`src/pfl_pkg.sv`:
```
// constants, register map and carrier types of the pwm fault, lockout and trigger block
package pfl_pkg;

	// ------------------------------------------------------------------
	// register byte addresses on the apb bus
	// ------------------------------------------------------------------
	localparam logic [7:0] ADDR_FAULT_CFG = 8'h00; // fault_config
	localparam logic [7:0] ADDR_CTRL2     = 8'h04; // pwm_control_second
	localparam logic [7:0] ADDR_CMP_LO    = 8'h08; // trigger_compare_low
	localparam logic [7:0] ADDR_CMP_HI    = 8'h0c; // trigger_compare_high
	localparam logic [7:0] ADDR_PER_BUF   = 8'h10; // period buffer
	localparam logic [7:0] ADDR_DUTY0     = 8'h14; // duty buffers 0..2
	localparam logic [7:0] ADDR_ACT_PER   = 8'h20; // active period, read only
	localparam logic [7:0] ADDR_STEP      = 8'h04; // spacing of duty words

	// ------------------------------------------------------------------
	// field positions
	// ------------------------------------------------------------------
	localparam int FC_BRK    = 7; // breakpoint_fault_enable
	localparam int FC_STAT   = 2; // fault_status
	localparam int FC_MODE   = 1; // fault_mode
	localparam int FC_EN     = 0; // fault_input_enable
	localparam int C2_PS_LSB = 4; // trigger_postscale, four bits
	localparam int C2_DIR    = 3; // trigger_direction
	localparam int C2_UPDATE_DISABLE   = 1; // update_disable
	localparam int C2_OSYNC  = 0; // output sync, stored only

	// ------------------------------------------------------------------
	// widths and reset values
	// ------------------------------------------------------------------
	localparam int TB_W     = 12;
	localparam int DUTY_W   = 14;
	localparam int NUM_DUTY = 3;
	localparam int NUM_PINS = 6;
	localparam logic [3:0]  PS_RST   = 4'h0;
	localparam logic [11:0] TB_RST   = 12'h000;
	localparam logic [13:0] DUTY_RST = 14'h0000;
	localparam logic [31:0] RD_ZERO  = 32'h0000_0000;

	// ------------------------------------------------------------------
	// timing: pin to forced outputs, in pclk cycles
	// ------------------------------------------------------------------
	localparam int FAULT_LATENCY = 3;

	// ------------------------------------------------------------------
	// carrier types
	// ------------------------------------------------------------------
	typedef struct packed {
		logic [TB_W-1:0] count;        // time_base_count
		logic            count_down;   // counting downward
		logic            updown_mode;  // continuous up/down mode
		logic            period_start; // one-cycle pulse per period
	} pfl_tb_t;

	typedef struct packed {
		logic [TB_W-1:0]                  period;
		logic [NUM_DUTY-1:0][DUTY_W-1:0]  duty;
	} pfl_active_t;

endpackage : pfl_pkg

```
`src/pfl_fault_lockout.sv`:
```
// pwm fault protection, update lockout and special event trigger
`timescale 1ns/1ps
module pfl_fault_lockout (
	input  wire logic                  pclk,
	input  wire logic                  presetn,
	input  wire logic                  psel,
	input  wire logic                  penable,
	input  wire logic                  pwrite,
	input  wire logic [7:0]            paddr,
	input  wire logic [31:0]           pwdata,
	output logic      [31:0]           prdata,
	output logic                       pready,
	output logic                       pslverr,
	input  wire pfl_pkg::pfl_tb_t      time_base,
	input  wire logic                  fault_input_n,
	input  wire logic                  breakpoint,
	input  wire logic                  high_side_polarity,
	input  wire logic                  low_side_polarity,
	input  wire logic [5:0]            pwm_drive,
	output logic      [5:0]            pwm_out,
	output logic                       outputs_forced,
	output logic                       trigger_pulse,
	output pfl_pkg::pfl_active_t       active_values
);

	// ------------------------------------------------------------------
	// state
	// ------------------------------------------------------------------
	logic        brk_en_reg, mode_reg, en_reg, status_reg;
	logic [3:0]  ps_reg;
	logic        dir_reg, update_disable_reg, osync_reg;
	logic [7:0]  cmp_lo_reg;
	logic [3:0]  cmp_hi_reg;
	logic [11:0] cmp_act_reg, per_buf_reg, act_per_reg;
	logic [13:0] duty_buf_reg [pfl_pkg::NUM_DUTY];
	logic [13:0] act_duty_reg [pfl_pkg::NUM_DUTY];
	logic        meta_reg, sync_reg, block_reg, forced_reg;
	logic [5:0]  pwm_reg;
	logic        match_q_reg, trig_reg;
	logic [3:0]  post_cnt_reg;
	logic        pready_reg, pslverr_reg;
	logic [31:0] prdata_reg;

	// ------------------------------------------------------------------
	// apb decode
	// ------------------------------------------------------------------
	wire        take     = psel & penable & ~pready_reg;
	wire        wr       = psel & penable & pready_reg & pwrite;
	wire        sel_fc   = paddr == pfl_pkg::ADDR_FAULT_CFG;
	wire        sel_c2   = paddr == pfl_pkg::ADDR_CTRL2;
	wire        sel_lo   = paddr == pfl_pkg::ADDR_CMP_LO;
	wire        sel_hi   = paddr == pfl_pkg::ADDR_CMP_HI;
	wire        sel_per  = paddr == pfl_pkg::ADDR_PER_BUF;
	wire        sel_act  = paddr == pfl_pkg::ADDR_ACT_PER;
	wire [7:0]  duty_off = paddr - pfl_pkg::ADDR_DUTY0;
	wire [1:0]  duty_idx = duty_off[3:2];
	wire        sel_duty = (paddr >= pfl_pkg::ADDR_DUTY0) &&
	                       (paddr < pfl_pkg::ADDR_ACT_PER) &&
	                       (paddr[1:0] == 2'h0);
	wire        mapped   = sel_fc | sel_c2 | sel_lo | sel_hi | sel_per |
	                       sel_act | sel_duty;
	wire        wr_fc    = wr & sel_fc;
	wire        wr_c2    = wr & sel_c2;
	wire        cmp_wr   = wr & (sel_lo | sel_hi);

	// read multiplexer, unused bits zero
	wire [31:0] rd_fc   = {24'h000000, brk_en_reg, 4'h0, status_reg,
	                       mode_reg, en_reg};
	wire [31:0] rd_c2   = {24'h000000, ps_reg, dir_reg, 1'b0, update_disable_reg,
	                       osync_reg};
	wire [31:0] rd_mux  =
		sel_fc   ? rd_fc :
		sel_c2   ? rd_c2 :
		sel_lo   ? {24'h000000, cmp_lo_reg} :
		sel_hi   ? {28'h0000000, cmp_hi_reg} :
		sel_per  ? {20'h00000, per_buf_reg} :
		sel_act  ? {20'h00000, act_per_reg} :
		sel_duty ? {18'h00000, duty_buf_reg[duty_idx]} :
		pfl_pkg::RD_ZERO;

	// one wait cycle, then ready with data or error
	always_ff @(posedge pclk or negedge presetn) begin
		if (!presetn) begin
			pready_reg  <= 1'b0;
			pslverr_reg <= 1'b0;
			prdata_reg  <= pfl_pkg::RD_ZERO;
		end else begin
			pready_reg  <= take;
			pslverr_reg <= take & ~mapped;
			prdata_reg  <= take ? rd_mux : prdata_reg;
		end
	end

	// ------------------------------------------------------------------
	// configuration registers
	// ------------------------------------------------------------------
	wire update_disable_fall = wr_c2 & update_disable_reg & ~pwdata[pfl_pkg::C2_UPDATE_DISABLE];

	always_ff @(posedge pclk or negedge presetn) begin
		if (!presetn) begin
			brk_en_reg <= 1'b0;
			mode_reg   <= 1'b0;
			en_reg     <= 1'b0;
			ps_reg     <= pfl_pkg::PS_RST;
			dir_reg    <= 1'b0;
			update_disable_reg   <= 1'b0;
			osync_reg  <= 1'b0;
		end else begin
			if (wr_fc) begin
				brk_en_reg <= pwdata[pfl_pkg::FC_BRK];
				mode_reg   <= pwdata[pfl_pkg::FC_MODE];
				en_reg     <= pwdata[pfl_pkg::FC_EN];
			end
			if (wr_c2) begin
				ps_reg    <= pwdata[pfl_pkg::C2_PS_LSB +: 4];
				dir_reg   <= pwdata[pfl_pkg::C2_DIR];
				update_disable_reg  <= pwdata[pfl_pkg::C2_UPDATE_DISABLE];
				osync_reg <= pwdata[pfl_pkg::C2_OSYNC];
			end
		end
	end

	// ------------------------------------------------------------------
	// double buffers and their transfer to active use
	// ------------------------------------------------------------------
	wire load_act = (time_base.period_start & ~update_disable_reg) | update_disable_fall;

	// period and compare buffers; compare moves over every period start
	always_ff @(posedge pclk or negedge presetn) begin
		if (!presetn) begin
			per_buf_reg <= pfl_pkg::TB_RST;
			act_per_reg <= pfl_pkg::TB_RST;
			cmp_lo_reg  <= 8'h00;
			cmp_hi_reg  <= 4'h0;
			cmp_act_reg <= pfl_pkg::TB_RST;
		end else begin
			if (wr & sel_per)
				per_buf_reg <= pwdata[11:0];
			if (load_act)
				act_per_reg <= per_buf_reg;
			if (wr & sel_lo)
				cmp_lo_reg <= pwdata[7:0];
			if (wr & sel_hi)
				cmp_hi_reg <= pwdata[3:0];
			if (time_base.period_start)
				cmp_act_reg <= {cmp_hi_reg, cmp_lo_reg};
		end
	end

	// duty buffers, one per channel
	for (genvar g = 0; g < pfl_pkg::NUM_DUTY; g++) begin : g_duty
		wire hit = wr & sel_duty & (duty_idx == 2'(g));
		always_ff @(posedge pclk or negedge presetn) begin
			if (!presetn) begin
				duty_buf_reg[g] <= pfl_pkg::DUTY_RST;
				act_duty_reg[g] <= pfl_pkg::DUTY_RST;
			end else begin
				if (hit)
					duty_buf_reg[g] <= pwdata[13:0];
				if (load_act)
					act_duty_reg[g] <= duty_buf_reg[g];
			end
		end
	end
	// active values packed in struct order, channel two first
	assign active_values = {act_per_reg, act_duty_reg[2], act_duty_reg[1],
	                        act_duty_reg[0]};

	// ------------------------------------------------------------------
	// fault path
	// ------------------------------------------------------------------
	// two-stage synchroniser on the wired-or active-low pin
	always_ff @(posedge pclk or negedge presetn) begin
		if (!presetn) begin
			meta_reg <= 1'b1;
			sync_reg <= 1'b1;
		end else begin
			meta_reg <= fault_input_n;
			sync_reg <= meta_reg;
		end
	end

	wire fault_in  = en_reg & ~sync_reg;
	wire brk_fault = brk_en_reg & breakpoint;
	wire fault_now = fault_in | brk_fault;
	wire sw_clear  = wr_fc & ~mode_reg & ~pwdata[pfl_pkg::FC_STAT];
	wire auto_clr  = mode_reg & time_base.period_start;
	wire release_ok = time_base.period_start & (mode_reg | ~status_reg);
	wire force_now = fault_now | block_reg;

	// status: a fault on the pin in the clearing cycle wins; a breakpoint fault does not set status
	always_ff @(posedge pclk or negedge presetn) begin
		if (!presetn)
			status_reg <= 1'b0;
		else if (fault_in)
			status_reg <= 1'b1;
		else if (auto_clr | sw_clear)
			status_reg <= 1'b0;
	end

	// output block held to a period boundary after the fault ends and, in latched mode, after status is cleared
	always_ff @(posedge pclk or negedge presetn) begin
		if (!presetn)
			block_reg <= 1'b0;
		else if (fault_now)
			block_reg <= 1'b1;
		else if (release_ok)
			block_reg <= 1'b0;
	end

	// per-pin polarity: odd pins high side, even pins low side
	logic [5:0] pol;
	logic [5:0] pin_next;
	for (genvar p = 0; p < pfl_pkg::NUM_PINS; p++) begin : g_pin
		assign pol[p]      = (p % 2 == 1) ? high_side_polarity :
		                     low_side_polarity;
		assign pin_next[p] = ~((pwm_drive[p] & ~force_now) ^ pol[p]);
	end

	always_ff @(posedge pclk or negedge presetn) begin
		if (!presetn) begin
			pwm_reg    <= 6'h00;
			forced_reg <= 1'b0;
		end else begin
			pwm_reg    <= pin_next;
			forced_reg <= force_now;
		end
	end

	// ------------------------------------------------------------------
	// special event trigger and postscaler
	// ------------------------------------------------------------------
	wire dir_ok  = ~time_base.updown_mode |
	               (dir_reg == time_base.count_down);
	wire match   = (time_base.count == cmp_act_reg) &
	               (cmp_act_reg != pfl_pkg::TB_RST) & dir_ok;
	wire evt     = match & ~match_q_reg;
	wire ps_hit  = post_cnt_reg == ps_reg;

	// count events; every ps_reg+1 events give one pulse
	always_ff @(posedge pclk or negedge presetn) begin
		if (!presetn) begin
			match_q_reg  <= 1'b0;
			post_cnt_reg <= 4'h0;
			trig_reg     <= 1'b0;
		end else begin
			match_q_reg <= match;
			trig_reg    <= evt & ~cmp_wr & ps_hit;
			if (cmp_wr)
				post_cnt_reg <= 4'h0;
			else if (evt)
				post_cnt_reg <= ps_hit ? 4'h0 : post_cnt_reg + 4'h1;
		end
	end

	// ------------------------------------------------------------------
	// outputs
	// ------------------------------------------------------------------
	assign prdata         = prdata_reg;
	assign pready         = pready_reg;
	assign pslverr        = pslverr_reg;
	assign pwm_out        = pwm_reg;
	assign outputs_forced = forced_reg;
	assign trigger_pulse  = trig_reg;
endmodule : pfl_fault_lockout

```
`config.mk`:
```
export PLATFORM = sky130hd
export DESIGN_NAME = pfl_fault_lockout
export DESIGN_NICKNAME = d
export VERILOG_FILES = /design/src/pfl_pkg.sv /design/src/pfl_fault_lockout.sv
export SDC_FILE = /design/constraint.sdc
export NUM_CORES = 1
export LEC_CHECK = 0
export ABC_AREA = 1
export BUFFER_PORTS_ARGS = -buffer_cell sky130_fd_sc_hd__buf_2
export CELL_PAD_IN_SITES_DETAIL_PLACEMENT = 2
export CELL_PAD_IN_SITES_GLOBAL_PLACEMENT = 2
export CORE_ASPECT_RATIO = 1.4
export CORE_UTILIZATION = 32
export DETAILED_ROUTE_END_ITERATION = 8
export PLACE_DENSITY_LB_ADDON = 0.1
export SETUP_SLACK_MARGIN = 0.15
export SYNTH_ARGS = -nofsm -noshare
export SYNTH_HDL_FRONTEND = slang
export SYNTH_SLANG_ARGS = --single-unit
```
`constraint.sdc`:
```
create_clock -name pclk -period 2 [get_ports pclk]
set_input_delay 0.1 -clock pclk [delete_from_list [all_inputs] [get_ports pclk]]
set_output_delay 0.1 -clock pclk [all_outputs]
set_load 0.02 [all_outputs]
```
Yosys cells after proc, flatten, opt, wreduce, memory -nomap -nowiden --
Cells that the tools add are included.
Storage, ports and cells: register bits after elaboration 193, latch bits 0, RAM bits 0, ROM bits 0, bits of input ports 70, memories 0
Operators by class: add/sub/neg operators 2, multipliers 0, divide/modulo/power cells 0, $lt $le $gt $ge 3, eq/ne operators 10, shift operators 0, multiplexer cells 17, bitwise gates (word level) 73, reduce and logical (&&, ||, !) cells 9
Operators with widths (count):
- $mux W14 | 9
- $and A1 B1 Y1 | 35
- $bmux W14 S2 | 1
- $not A1 Y1 | 18
- $eq A8 B4 Y1 const B | 2
- $or A1 B1 Y1 | 13
- $eq A12 B12 Y1 | 1
- $mux W4 | 3
- $reduce_bool A12 Y1 | 1
- $eq A8 B3 Y1 const B | 1
- $eq A8 B5 Y1 const B | 1
- $eq A8 B6 Y1 const B | 1
- $ge A8 B5 Y1 const B | 1
- $logic_not A8 Y1 | 1
- $lt A8 B6 Y1 const B | 1
- $reduce_bool A2 Y1 | 3
- $xor A1 B1 Y1 | 6
- $add A4 B1 Y4 const B | 1
- $eq A4 B4 Y1 | 1
- $logic_not A2 Y1 | 2
- $mux W1 | 4
- $sub A4 B3 Y4 const B | 1
- $ge A3 B3 Y1 const B | 1
- $not A2 Y3 | 1
- other kinds (4) | 5

Logic depth before layout (Yosys ltp) --
word-level depth 12, mapped depth 14, mapped depth without buffers 13

Worst setup path before layout --
Ideal clock, no wire load.
path type in2reg, from input port paddr[2], to register prdata_reg[0], in the netlist prdata[0], setup time 65 ps, data arrival time 1773 ps, required time 1935 ps, slack 161 ps, stages 13, buffers on the path 2, cells stage by stage inv_1 > clkbuf_1 > ha_1 > nor2_1 > buf_2 > nand2_1 > o21ai_0 > nand2_1 > o211ai_1 > o21ai_0 > nand3_1 > nand2_1 > nand2_1
Between the ends: word-level cells in the longest chain between the ends 12, elaborated cells between the ends (all ways) 22, classes of those cells add/sub (1); order compare (2); eq/ne (5); mux (10); bitwise (1); reduce/logical (3)
RTL lines:
- from (decl) | RTL line pfl_fault_lockout.sv:9 | input wire logic [7:0] paddr,
- $sub A4 B3 Y4 | RTL line pfl_fault_lockout.sv:55 | wire [7:0] duty_off = paddr - pfl_pkg::ADDR_DUTY0;
- $not A2 Y3 (not written as such) | RTL line pfl_fault_lockout.sv:78 | sel_duty ? {18'h00000, duty_buf_reg[duty_idx]} :
- $bmux W14 S2 | RTL line pfl_fault_lockout.sv:78
- $mux W14 (not written as such) (2 in a row) | RTL line pfl_fault_lockout.sv:78
- $mux W14 | RTL line pfl_fault_lockout.sv:78
- $mux W14 | RTL line pfl_fault_lockout.sv:77 | sel_act ? {20'h00000, act_per_reg} :
- $mux W14 | RTL line pfl_fault_lockout.sv:76 | sel_per ? {20'h00000, per_buf_reg} :
- $mux W14 | RTL line pfl_fault_lockout.sv:75 | sel_hi ? {28'h0000000, cmp_hi_reg} :
- $mux W14 | RTL line pfl_fault_lockout.sv:74 | sel_lo ? {24'h000000, cmp_lo_reg} :
- $mux W14 | RTL line pfl_fault_lockout.sv:73 | sel_c2 ? rd_c2 :
- $mux W14 * | RTL line pfl_fault_lockout.sv:72 | sel_fc ? rd_fc :
- to (signal assigned) | RTL line pfl_fault_lockout.sv:86 | prdata_reg <= pfl_pkg::RD_ZERO;
- to (signal assigned) | RTL line pfl_fault_lockout.sv:90 | prdata_reg <= take ? rd_mux : prdata_reg;
- to (decl) | RTL line pfl_fault_lockout.sv:42 | logic [31:0] prdata_reg;
Every way passes the cells marked *; elsewhere a longest branch is shown, timed or not. The select of a mux whose other input is x is not followed. A chain may end at the register's enable or synchronous reset.

Worst setup path in the final report --
from register pready_reg, in the netlist pready, to register act_duty_reg, in the netlist active_values[35]
Between the ends: word-level cells in the longest chain between the ends 6
RTL lines:
- from (decl) | RTL line pfl_fault_lockout.sv:41 | logic pready_reg, pslverr_reg;
- from (signal assigned) | RTL line pfl_fault_lockout.sv:88 | pready_reg <= take;
- $and A1 B1 Y1 (2 in a row) | RTL line pfl_fault_lockout.sv:48 | wire wr = psel & penable & pready_reg & pwrite;
- $and A1 B1 Y1 | RTL line pfl_fault_lockout.sv:63 | wire wr_c2 = wr & sel_c2;
- $and A1 B1 Y1 (2 in a row) | RTL line pfl_fault_lockout.sv:97 | wire update_disable_fall = wr_c2 & update_disable_reg & ~pwdata[pfl_pkg::C2_UPDATE_DISABLE];
- $or A1 B1 Y1 | RTL line pfl_fault_lockout.sv:126 | wire load_act = (time_base.period_start & ~update_disable_reg) | update_disable_fall;
- to (signal, indexed assignment) | RTL line pfl_fault_lockout.sv:156 | act_duty_reg[g] <= pfl_pkg::DUTY_RST;
- to (signal, indexed assignment) | RTL line pfl_fault_lockout.sv:161 | act_duty_reg[g] <= duty_buf_reg[g];
- to (decl) | RTL line pfl_fault_lockout.sv:36 | logic [13:0] act_duty_reg [pfl_pkg::NUM_DUTY];
Every way passes these cells.

==> run_summary.xml <==
<?xml version="1.0" encoding="UTF-8"?>
<metrics>
  <group name="layout">
    <metric name="design.final.nets" unit="">1184</metric>
    <metric name="final_standard_cell_area_without_fillers" unit="µm²">9937</metric>
    <metric name="multiInputGateArea" unit="µm²">2983</metric>
    <metric name="layout.filler_cells" unit="">2849</metric>
    <metric name="area_growth_syn_to_layout" unit="%">23.61</metric>
    <metric name="antenna_cells_inserted" unit="">0</metric>
    <metric name="area_occupied_by_registers" unit="µm²">4382</metric>
    <metric name="drive_above_1_share" unit="%">20.30</metric>
    <metric name="layout.cells.non_filler" unit="">1433</metric>
  </group>
  <group name="clock_network">
    <metric name="worst_setup_hold_path_clk_slew" unit="ns">0.07</metric>
    <metric name="cts_tree" unit="">built</metric>
    <metric name="cts_hold_buffers" unit="">16</metric>
    <metric name="ctsLongestPathBuffers" unit="">2</metric>
    <metric name="cts-root-buf" unit="">clkbuf_16</metric>
    <metric name="tritoncts_buffers" unit="">17</metric>
    <metric name="cts_setup_buffers" unit="">0</metric>
    <metric name="cts-htree-levels" unit="">4</metric>
    <metric name="cts_repair_resize_count" unit="">0</metric>
    <metric name="clock_insertion_delay_at_the_later_pin_of_the_skew_report" unit="ns">0.44</metric>
    <metric name="cts_sinks" unit="">175</metric>
  </group>
  <group name="pwr">
    <metric name="worst_ir_drop_vdd" unit="mV">0.6068</metric>
    <metric name="power" unit="mW">7.494</metric>
    <metric name="cellPowerDensity" unit="nW/µm²">754.1</metric>
    <metric name="leakagePower" unit="nW">4.965</metric>
  </group>
  <group name="floorplan">
    <metric name="i_o_pin_count" unit="">166</metric>
    <metric name="dieHeight" unit="µm">189.5</metric>
    <metric name="total_die_area" unit="µm²">25770</metric>
    <metric name="floorplan.initialDensity" unit="%">32.58</metric>
    <metric name="placeableCoreArea" unit="µm²">24670</metric>
    <metric name="die_width" unit="µm">136.0</metric>
    <metric name="fp-row-count" unit="">68</metric>
  </group>
  <group name="synth">
    <metric name="synth-edff-count" unit="">0</metric>
    <metric name="synth-warning-count" unit="">0</metric>
    <metric name="complex_gate_fraction_of_the_synthesized_area" unit="%">14.47</metric>
    <metric name="synth.cell_area" unit="µm²">8039</metric>
    <metric name="synthAdderAreaFrac" unit="%">0.9339</metric>
    <metric name="number_of_instances_in_the_synthesized_netlist" unit="">937</metric>
    <metric name="synth_simple_gate_area_share" unit="%">18.68</metric>
    <metric name="ys_dominant_reg_cell" unit="">dfrtp_1</metric>
    <metric name="netlist_top_cells_count" unit="">nand2_1 (253), dfrtp_1 (173), o21ai_0 (166)</metric>
    <metric name="synth.largest_area_cell" unit="">dfrtp_1</metric>
    <metric name="yosys.area_share.xor_xnor" unit="%">2.179</metric>
    <metric name="synthDistinctLibCells" unit="">39</metric>
    <metric name="synth_area_leaders" unit="">dfrtp_1 (54%), nand2_1 (12%), o21ai_0 (10%)</metric>
    <metric name="synth_top_family_by_area" unit="">simple AND/OR/NAND/NOR gates</metric>
    <metric name="synth_most_common_cell" unit="">nand2_1</metric>
    <metric name="postSynth.asyncResetShare" unit="%">100.0</metric>
    <metric name="postSynthAreaPerCell" unit="µm²">8.579</metric>
    <metric name="ys_seq_area_share" unit="%">54.51</metric>
    <metric name="post-synth-top-area-fraction" unit="%">53.85</metric>
    <metric name="multiplexer_share_of_the_synthesized_area" unit="%">0</metric>
    <metric name="ys_seq_elements" unit="">175</metric>
  </group>
  <group name="timing">
    <metric name="slew_viol_final" unit="">0</metric>
    <metric name="finalCriticalPeriod" unit="ns">1.640</metric>
    <metric name="worstMarginPinSlew" unit="ns">0.6775</metric>
    <metric name="rsz0062_at_grt" unit="">no</metric>
    <metric name="setup_viol_count_final" unit="">0</metric>
    <metric name="final.period_utilization" unit="%">82.01</metric>
    <metric name="final-hold-violation-count" unit="">0</metric>
    <metric name="fin_setup_tns" unit="ns">0</metric>
    <metric name="fin_skew" unit="ns">0.006450</metric>
    <metric name="timing.max_slew.rel_slack" unit="%">54.79</metric>
    <metric name="fmaxAchievable" unit="GHz">0.6097</metric>
  </group>
  <group name="placement">
    <metric name="port_buffers" unit="">129</metric>
    <metric name="gpl.final_weighted_congestion" unit="">0.7921</metric>
    <metric name="dpl-instance-area" unit="µm²">9246</metric>
    <metric name="placed_cells" unit="">1388</metric>
    <metric name="post-dp-hpwl" unit="mm">19.69</metric>
  </group>
  <group name="worst_setup_path">
    <metric name="crit_arrival" unit="ns">1.99</metric>
    <metric name="maximum_fanout_count_along_the_critical_path" unit="">41</metric>
    <metric name="worst-setup-path-type" unit="">flop to flop</metric>
    <metric name="critPathCaptureType" unit="">flop</metric>
    <metric name="startpoint_class" unit="">flop</metric>
    <metric name="r2r_setup_slack" unit="ns">0.36</metric>
    <metric name="worst_ep_required" unit="ns">2.35</metric>
  </group>
  <group name="global_route">
    <metric name="antenna_found_initial" unit="">0</metric>
    <metric name="grt_pass1_vias" unit="">7598</metric>
    <metric name="grt-ovfl-total" unit="">0</metric>
    <metric name="grtUsageTotal" unit="%">21.61</metric>
    <metric name="first_pass_grt_wire_length" unit="mm">41.51</metric>
    <metric name="largest_net_degree_at_the_start_of_global_routing" unit="">55</metric>
  </group>
  <group name="routing">
    <metric name="dr_total_vias" unit="">6859</metric>
    <metric name="totalWireLength" unit="mm">26.39</metric>
    <metric name="detail_route.vias_per_cell" unit="">4.786</metric>
    <metric name="drtAntennaViolNets" unit="">0</metric>
    <metric name="drtIter0Drc" unit="">237</metric>
    <metric name="detail_route.drc_violations" unit="">0</metric>
    <metric name="wire_per_inst" unit="µm">18.42</metric>
    <metric name="dr.pass1.iters" unit="">4</metric>
  </group>
  <group name="min_path">
    <metric name="hold_path_class" unit="">primary input to flop</metric>
  </group>
  <group name="run">
    <metric name="timing.max_cap.violations" unit="">0</metric>
  </group>
  <group name="outcome">
    <metric name="status" unit="">complete, no violations</metric>
  </group>
</metrics>
## power breakdown
group / internal (mW) / switching (mW) / leakage (nW) / total (mW)
clock: 1.75 / 1.38 / 0.251 / 3.13
combinational: 0.214 / 0.463 / 2.44 / 0.676
sequential: 3.63 / 0.0548 / 2.27 / 3.68
total: 5.60 / 1.90 / 4.97 / 7.49
## cell usage in the layout, fill, tap and decap left out, drive strengths merged, types with 18 or more instances in the layout
master  count
nand2     260
o21ai     177
dfrtp     173
buf       169
inv       110
nor2       51
a21oi      32
clkbuf     23
conb       18
nand3      18
## critical path: stages, from the launching register on
cell and delay, ns:
dfrtp_1 0.36, nand4_1 0.10, buf_4 0.18, nor2_8 0.16, nand3_2 0.10, o21ai_4 0.20
buf_12 0.26, nand2_1 0.09, o21ai_0 0.08
## area by class of cell
| class | count | area share, % |
|---|---|---|
| sequential | 175 | 44.09 |
| multi-input combinational | 617 | 30.02 |
| timing repair buffer | 185 | 12.33 |
| clock buffer | 23 | 4.709 |
| inverter | 112 | 4.256 |
| tap | 315 | 3.966 |
| clock inverter | 6 | 0.6296 |
## per-stage QoR
step	utilization [%]	hold WS [ns]	worst slack [ns]
CTS	40.27	0.0003487	0.3026
floorplan	-	-0.1956	0.1614
detailed placement	37.47	0.09884	0.05274
global placement	37.47	0.09684	0.1372
global route	40.27	0.01798	0.2011
finish	40.27	0.01365	0.3598
## per-layer routing
layer | global-route usage (%) | wire length, µm
met5 | 0 | 0
met4 | 7.991 | 660
met3 | 3.277 | 650
met2 | 41.48 | 14780
met1 | 23.38 | 10300
## logic make-up after synthesis
| family | after synthesis |
|---|---|
| fa+ha+maj | 6 |
| flops | 175 |
| compound gates | 220 |
| other cells | 1 |
| simple gates | 353 |
| buf+inv | 162 |
| xor+xnor | 20 |
## worst paths after layout
kind,cells past startpoint,start,to
worst min-delay path,3,pwdata[8],duty_buf_reg[22]$_DFFE_PN0P_
max in group asynchronous,3,presetn,act_per_reg[11]$_DFFE_PN0P_
worst min register to register,0,meta_reg$_DFF_PN1_,sync_reg$_DFF_PN1_
worst max register to register,8,pready$_DFF_PN0_,active_values[35]$_DFFE_PN0P_
worst max-delay path,8,pready$_DFF_PN0_,active_values[35]$_DFFE_PN0P_
min in group asynchronous,2,presetn,cmp_act_reg[9]$_DFFE_PN0P_
No activity file was read; power rests on OpenSTA's default activity.
